`config.mk`:
```
export PLATFORM = sky130hd
export DESIGN_NAME = hub_global_resume_wake
export DESIGN_NICKNAME = d
export VERILOG_FILES = /design/src/hub_wake_pkg.sv /design/src/wake_timer.sv /design/src/hub_global_resume_wake.sv
export VERILOG_INCLUDE_DIRS = /design/src
export SDC_FILE = /design/constraint.sdc
export NUM_CORES = 1
export LEC_CHECK = 0
export BUFFER_PORTS_ARGS = -buffer_cell sky130_fd_sc_hd__buf_2
export CAP_MARGIN = 20
export CORE_MARGIN = 2
export CORE_UTILIZATION = 45
export CTS_BUF_LIST = sky130_fd_sc_hd__clkbuf_4
export CTS_CLUSTER_DIAMETER = 200
export DETAILED_ROUTE_END_ITERATION = 8
export PLACE_DENSITY = 0.64
export SLEW_MARGIN = 40
export SYNTH_ARGS = -nofsm -noshare
export SYNTH_HDL_FRONTEND = slang
export SYNTH_SLANG_ARGS = --single-unit
```
`constraint.sdc`:
```
create_clock -name ref_clk -period 3.38 [get_ports ref_clk]
set_clock_uncertainty 0.05 [all_clocks]
set_input_delay 0 -clock ref_clk [delete_from_list [all_inputs] [get_ports ref_clk]]
set_output_delay 0 -clock ref_clk [all_outputs]
set_load 0.005 [all_outputs]
```
`src/hub_wake_params.svh`:
```
// Constants of the hub global-resume and wake logic
`ifndef HUB_WAKE_PARAMS_SVH
`define HUB_WAKE_PARAMS_SVH

// ----------------------------------------
// Clock and timing
// ----------------------------------------
`define CLK_FREQ_KHZ 10000
`define WAKE_DELAY_US 1000
`define HW_K_DRIVE_US 2000
`define CNT_W 24
`define US_TO_CYC(us) (((us) * `CLK_FREQ_KHZ + 999) / 1000)

// ----------------------------------------
// Port geometry and reset values
// ----------------------------------------
`define NUM_DS 4
`define EN_RST 4'h0
`define USC_RST 8'h00
`define CNT_ZERO 24'h000000
`define CNT_ONE 24'h000001

`endif

```
`src/hub_wake_pkg.sv`:
```
// Types shared by the hub global-resume and wake logic
package hub_wake_pkg;
    // Top-level sequencing of global suspend and resume
    typedef enum logic [1:0] {ST_RUN, ST_SUSP, ST_RESUME, ST_FW_WAKE} wake_state_t;

    // Synchronised downstream line levels, one bit per port
    typedef struct packed {
        logic [3:0] dp;
        logic [3:0] dm;
    } ds_lines_t;

    // Downstream drive, one bit per port
    typedef struct packed {
        logic [3:0] dp;
        logic [3:0] dm;
        logic [3:0] oe;
    } ds_drive_t;

    // Upstream port status and control
    typedef struct packed {
        logic [3:0] rsvd;
        logic hw_k;
        logic host_k;
        logic resuming;
        logic suspended;
    } usc_t;
endpackage : hub_wake_pkg

```
`src/wake_timer.sv`:
```
// Minimum wake delay counter that holds the processor off after clocks restart
`timescale 1ns/1ps
`default_nettype none
`include "hub_wake_params.svh"

module wake_timer
    import hub_wake_pkg::*;
#(
    parameter logic [`CNT_W-1:0] CYCLES = 24'(`US_TO_CYC(`WAKE_DELAY_US))
) (
    // Clock and reset
    input wire logic ref_clk,
    input wire logic sys_rst,
    // Control
    input wire logic start,
    output logic busy_r
);
    logic [`CNT_W-1:0] cnt_r;
    logic [`CNT_W-1:0] cnt_nxt;
    logic busy_nxt;

    // Count down from the full delay; a restart reloads it
    always_comb begin
        cnt_nxt = cnt_r;
        busy_nxt = busy_r;
        if (start) begin
            cnt_nxt = CYCLES;
            busy_nxt = 1'b1;
        end else if (busy_r) begin
            cnt_nxt = cnt_r - `CNT_ONE;
            busy_nxt = (cnt_r != `CNT_ONE);
        end
    end

    always_ff @(posedge ref_clk or posedge sys_rst) begin
        if (sys_rst) begin
            cnt_r <= `CNT_ZERO;
            busy_r <= 1'b0;
        end else begin
            cnt_r <= cnt_nxt;
            busy_r <= busy_nxt;
        end
    end
endmodule : wake_timer
`default_nettype wire

```
`src/hub_global_resume_wake.sv`:
```
// Global resume and wake sequencing for a full-speed hub controller
// ----------------------------------------
// Overview of operation
// - Host resume seen during global suspend repeats its K to enabled ports and raises irq; no K is driven upstream.
// - A detected resume leaves suspend and restarts the internal clocks.
// - Processor stays held after restart until a counter has run for at least 1 ms.
// - Global resume and its repeated K end once the host stops driving K and any hardware upstream K count has run out.
// - An enabled port seeing SE0 during resume loses enable but keeps connect.
// - Any allowed downstream port change while suspended wakes the device.
// - With remote wakeup set, hardware drives upstream resume on downstream port wake events, not on host resume.
// - The upstream status and control register clears to zero on every reset.
// - Remote wakeup gates hardware upstream resume for connect or disconnect changes.
// ----------------------------------------
`timescale 1ns/1ps
`default_nettype none
`include "hub_wake_params.svh"

module hub_global_resume_wake
    import hub_wake_pkg::*;
#(
    parameter logic [`CNT_W-1:0] WAKE_CYCLES = 24'(`US_TO_CYC(`WAKE_DELAY_US)),
    parameter logic [`CNT_W-1:0] HW_K_CYCLES = 24'(`US_TO_CYC(`HW_K_DRIVE_US))
) (
    // Clock and reset
    input wire logic ref_clk,
    input wire logic sys_rst,
    // Upstream port pins
    input wire logic up_dp_i,
    input wire logic up_dm_i,
    output logic up_dp_o,
    output logic up_dm_o,
    output logic up_oe,
    // Downstream port pins
    input wire ds_lines_t ds_i,
    output ds_drive_t ds_o,
    // Firmware control
    input wire logic suspend_req,
    input wire logic remote_wake_en,
    input wire logic usb_bus_rst,
    input wire logic en_wr,
    input wire logic [3:0] en_wdata,
    input wire logic [3:0] port_ls,
    input wire logic [3:0] port_conn,
    // Status to firmware
    output logic [3:0] port_en_r,
    output logic hub_irq_r,
    output logic clk_run_r,
    output logic cpu_hold_r,
    output usc_t usc_r
);
    // ----------------------------------------
    // Line decode
    // ----------------------------------------
    // K is D- high for full speed and D+ high for low speed
    function automatic logic line_k(input logic dp, input logic dm, input logic ls);
        line_k = ls ? (dp && !dm) : (!dp && dm);
    endfunction : line_k

    logic [1:0] up_s1_r;
    logic [1:0] up_s2_r;
    ds_lines_t ds_s1_r;
    ds_lines_t ds_s2_r;
    logic [3:0] conn_d_r;

    // Pins pass two flops before any decode
    always_ff @(posedge ref_clk or posedge sys_rst) begin
        if (sys_rst) begin
            up_s1_r <= 2'h0;
            up_s2_r <= 2'h0;
            ds_s1_r <= '0;
            ds_s2_r <= '0;
            conn_d_r <= `EN_RST;
        end else begin
            up_s1_r <= {up_dp_i, up_dm_i};
            up_s2_r <= up_s1_r;
            ds_s1_r <= ds_i;
            ds_s2_r <= ds_s1_r;
            conn_d_r <= port_conn;
        end
    end

    logic host_k;
    logic [3:0] ds_k;
    logic [3:0] ds_se0;
    logic [3:0] conn_chg;

    assign host_k = line_k(up_s2_r[1], up_s2_r[0], 1'b0);
    genvar gi;
    generate
        for (gi = 0; gi < `NUM_DS; gi++) begin : g_port
            assign ds_k[gi] = line_k(ds_s2_r.dp[gi], ds_s2_r.dm[gi], port_ls[gi]);
            assign ds_se0[gi] = !ds_s2_r.dp[gi] && !ds_s2_r.dm[gi];
            assign conn_chg[gi] = port_conn[gi] ^ conn_d_r[gi];
        end
    endgenerate

    logic port_evt;
    logic wake_evt;
    // A K from an enabled port, or any connect change even on a disabled port
    assign port_evt = |(ds_k & port_en_r) || |conn_chg;
    assign wake_evt = host_k || port_evt;

    // ----------------------------------------
    // Sequencer
    // ----------------------------------------
    wake_state_t state_r;
    wake_state_t state_nxt;
    logic [`CNT_W-1:0] hwk_r;
    logic [`CNT_W-1:0] hwk_nxt;
    logic [3:0] en_nxt;
    logic irq_nxt;
    logic clk_nxt;
    logic timer_start;
    logic timer_busy;
    logic hold_nxt;
    logic up_oe_nxt;
    ds_drive_t ds_nxt;
    usc_t usc_nxt;

    always_comb begin
        state_nxt = state_r;
        hwk_nxt = hwk_r;
        en_nxt = en_wr ? en_wdata : port_en_r;
        irq_nxt = 1'b0;
        timer_start = 1'b0;
        case (state_r)
            ST_RUN: begin
                if (suspend_req) begin
                    state_nxt = ST_SUSP;
                end
            end
            ST_SUSP: begin
                if (wake_evt) begin
                    irq_nxt = 1'b1;
                    timer_start = 1'b1;
                    if (host_k) begin
                        state_nxt = ST_RESUME;
                    end else if (remote_wake_en) begin
                        state_nxt = ST_RESUME;
                        hwk_nxt = HW_K_CYCLES;
                    end else begin
                        state_nxt = ST_FW_WAKE;
                    end
                end
            end
            ST_RESUME: begin
                if (hwk_r != `CNT_ZERO) begin
                    hwk_nxt = hwk_r - `CNT_ONE;
                end
                // SE0 drops enable; connect status is left alone
                en_nxt = en_nxt & ~(ds_se0 & port_en_r);
                if (!host_k && hwk_r == `CNT_ZERO) begin
                    state_nxt = ST_RUN;
                end
            end
            ST_FW_WAKE: begin
                // Firmware times its own signalling, nothing driven here
                state_nxt = ST_RUN;
            end
            default: begin
                state_nxt = ST_RUN;
            end
        endcase
        if (usb_bus_rst) begin
            en_nxt = `EN_RST;
        end
    end

    // Outputs derive from next state so every pin is a flop
    always_comb begin
        clk_nxt = (state_nxt != ST_SUSP);
        hold_nxt = timer_start || (timer_busy && state_r != ST_SUSP);
        up_oe_nxt = (state_nxt == ST_RESUME) && (hwk_nxt != `CNT_ZERO);
        ds_nxt.oe = (state_nxt == ST_RESUME) ? en_nxt : `EN_RST;
        ds_nxt.dp = ds_nxt.oe & port_ls;
        ds_nxt.dm = ds_nxt.oe & ~port_ls;
        usc_nxt = '0;
        usc_nxt.suspended = (state_nxt == ST_SUSP);
        usc_nxt.resuming = (state_nxt == ST_RESUME);
        usc_nxt.host_k = host_k;
        usc_nxt.hw_k = up_oe_nxt;
        if (usb_bus_rst) begin
            usc_nxt = `USC_RST;
        end
    end

    wake_timer #(
        .CYCLES(WAKE_CYCLES)
    ) u_wake_timer (
        .ref_clk(ref_clk),
        .sys_rst(sys_rst),
        .start(timer_start),
        .busy_r(timer_busy)
    );

    // Clocks and CPU run from reset; suspend is entered by request only
    always_ff @(posedge ref_clk or posedge sys_rst) begin
        if (sys_rst) begin
            state_r <= ST_RUN;
            hwk_r <= `CNT_ZERO;
            port_en_r <= `EN_RST;
            hub_irq_r <= 1'b0;
            clk_run_r <= 1'b1;
            cpu_hold_r <= 1'b0;
            up_oe <= 1'b0;
            up_dp_o <= 1'b0;
            up_dm_o <= 1'b0;
            ds_o <= '0;
            usc_r <= `USC_RST;
        end else begin
            state_r <= state_nxt;
            hwk_r <= hwk_nxt;
            port_en_r <= en_nxt;
            hub_irq_r <= irq_nxt;
            clk_run_r <= clk_nxt;
            cpu_hold_r <= hold_nxt;
            up_oe <= up_oe_nxt;
            up_dp_o <= 1'b0;
            up_dm_o <= up_oe_nxt;
            ds_o <= ds_nxt;
            usc_r <= usc_nxt;
        end
    end
endmodule : hub_global_resume_wake
`default_nettype wire

```
==> flow_summary_export.csv <==
group,metric,value,unit
status,status,"completed",
global_routing,grt_pass1_vias,3980,
clocking,clk_transition_reported_paths,0.18,ns
timing,hold_viol_final,0,
place,place_hpwl,8280,um
global_routing,grt_pass1_wl,19400,um
clocking,cts_tree,"yes",
global_routing,antenna_found_initial,0,
layout,final_area,0.00594,mm2
setup_path,arrival,3.51,ns
setup_path,cp.required,3.68,ns
routing,vias_per_cell,5.50,
setup_path,setup.worst_path.end_class,"flip-flop",
die,start_util,46.2,%
synth,async_flop_share,100,%
timing,relSlewSlack,58.8,%
routing,wl_per_cell,16.1,um
timing,finalSetupViolations,0,
routing,drt_iter0_drc,234,
die,die_area,0.0114,mm2
synth,ys_seq_area_share,52.0,%
synth,synth-seq-cells,99,
synth,yosysWarnings,0,
setup_path,cp_max_fo,7,
synth,ys_top_cells_by_area,"dfrtp_1 51%, nor2_1 4.0%, nand2_1 3.2%",
job,max_cap_viol_count,0,
place,dpl-instance-area,0.00542,mm2
synth,synthFlopType,"dfrtp_1",
die,die_x,107,um
timing,worst_pin_slew,0.614,ns
clocking,clock_latency,0.46,ns
timing,hold-worst-slack,0.0521,ns
timing,drv_slew,0,
routing,drt-total-wl,11700,um
clocking,cts_sinks,99,
clocking,clk_path_buf_depth,2,
synth,avgSynthCellArea,10.2,um2
clocking,clockRootBuffer,"clkbuf_4",
power,p_leak,2.89,nW
routing,via_count,3998,
die,fp.coreArea,0.0103,mm2
power,power_density,878,mW/mm2
routing,drtPass1Iterations,5,
setup_path,startpoint_type,"flip-flop",
min_path,hold_class,"in2reg",
timing,post-route-period-util,94.7,%
global_routing,track_usage,21.7,%
routing,route.detailed.drc,0,
synth,synth_top_cell_by_area,"dfrtp_1",
global_routing,gr-total-overflow,0,
place,gp_congestion,0.907,
global_routing,grt_max_degree,37,
synth,synthCells,467,
layout,diodes,0,
synth,syn_area,0.00477,mm2
power,irDropWorstVdd,397,uV
layout,area_growth,24.6,%
layout,final_common_cell,"dfrtp_1",
layout,drive_above_1_share,22.3,%
setup_path,crit_type,"reg2reg",
layout,mostFrequentLayoutCells,"98 x dfrtp_1, 52 x buf_2, 51 x nor2_1",
clocking,h-tree-depth,3,
layout,layout.nets,620,
die,die_h,107,um
synth,synth_cell_types,63,
synth,yosysTopAreaCellShare,51.4,%
timing,min_period,3.20,ns
place,numPortBuffers,52,
routing,antenna_left,0,
timing,max_clock_freq,312,MHz
die,num_io_pins,58,
die,rows,37,
setup_path,reg2reg_slack,0.18,ns
clocking,numCtsBuffers,9,
synth,synth_edf_count,0,
==> what timing repair did <==
item | in CTS | in global routing
gates resized for setup | 0 | 9
endpoints found under the hold margin | 135 | 0
endpoints found under the setup margin | 0 | 17
buffers inserted | 0 | 2
hold buffers | 30 | 0
==> registers in the layout, indices dropped and copies added, names as in the netlist, 2 cells and up <==
| signal | count |
|---|---|
| ds_s1_r | 8 |
| ds_o | 12 |
| port_en_r | 4 |
| up_s2_r | 2 |
| up_s1_r | 2 |
| ds_s2_r | 8 |
| hwk_r | 24 |
| u_wake_timer.cnt_r | 24 |
| state_r | 2 |
| usc_r | 4 |
| conn_d_r | 4 |
==> layout make-up <==
| class | count | area [um2] |
|---|---|---|
| Clock inverter | 7 | 90.1 |
| Timing Repair Buffer | 126 | 891 |
| Multi-Input combinational cell | 333 | 2180 |
| Inverter | 17 | 66.3 |
| Fill cell | 903 | 4380 |
| Sequential cell | 99 | 2480 |
| Clock buffer | 9 | 67.6 |
| Tap cell | 136 | 170 |
==> critical path, cell delays in order, from the launching register on <==
cell and delay, ns:
dfrtp_1 0.41, or4_4 0.53, or4_4 0.54, o31ai_4 0.30
buf_4 0.22, nor4_2 0.06, mux2i_1 0.14, or4b_1 0.56
nor4_2 0.19, a21boi_1 0.10
==> logic make-up after synthesis <==
family / after synthesis / synth area share [%]
AOI/OAI and AO/OA: 73 / 11.1
xor gates and xnor gates: 27 / 4.96
adders and majority gates: 6 / 1.57
buffers and inverters: 39 / 3.75
DFF: 99 / 52.0
muxes: 11 / 2.33
other: 1 / 0.0786
and+or+nand+nor: 211 / 24.2
==> layer usage <==
| metal | track usage (%) | share of wire (%) | vias up |
|---|---|---|---|
| met5 | 0 | 0 | - |
| met4 | 9.18 | 2.4 | 0 |
| met3 | 3.59 | 4.8 | 26 |
| met2 | 36.2 | 50 | 111 |
| met1 | 28.1 | 42 | 1947 |
| li1 | - | - | 1914 |
==> path summary, 6_finish.rpt <==
check                          startpoint                     end  depth (start not counted)
max                             hwk_r[16]                   up_oe                          9
min                        remote_wake_en               clk_run_r                          5
max reg2reg                     hwk_r[16]                   up_oe                          9
min reg2reg                    ds_s1_r[3]              ds_s2_r[3]                          0
max in group asynchronous         sys_rst  u_wake_timer.cnt_r[11]                          5
min in group asynchronous         sys_rst             conn_d_r[0]                          4
==> cell usage after synthesis (4+ instances only) <==
cell      instances
a22o_1            4
mux2i_1          10
xor2_1           12
nor2_1           51
nor4_1           18
nand2_1          41
xnor2_1          15
a21oi_1          12
nor3_1           21
o31ai_1           4
nor4bb_1          7
nand2b_1         10
nor4b_1           4
nand3_1           8
buf_4             6
o21ai_0          13
a221o_1           4
clkbuf_1         12
or4_1             8
nor2b_1           5
inv_1            17
or3_1             7
a31oi_1           5
dfrtp_1          98
and3_1            5
a21o_1            5
ha_1              6
==> report_power, final <==
| group | switching [W] | leakage [nW] | total (W) | internal, W |
|---|---|---|---|---|
| clock network | 0.000436 | 0.0865 | 0.000683 | 0.000247 |
| registers | 0.000183 | 1.26 | 0.00159 | 0.00141 |
| logic | 0.00167 | 1.54 | 0.00294 | 0.00127 |
| total | 0.00229 | 2.89 | 0.00522 | 0.00293 |
==> through the flow <==
stage | setup WS (ns) | power (W) | utilization [%] | cells | setup TNS, ns
6_report | 0.179 | 0.00522 | 57.6 | 727 | 0
5_1_grt | -0.0138 | 0.00562 | 57.6 | 727 | -0.0138
3_3_place_gp | 0.0648 | 0.00431 | 52.5 | 679 | 0
4_1_cts | 0.00816 | 0.00509 | 56.9 | 725 | 0
2_1_floorplan | 0.0915 | 0.00332 | - | 471 | 0
3_5_place_dp | 0.0225 | 0.00435 | 52.5 | 679 | 0
Power figures use the tool's default switching activity.
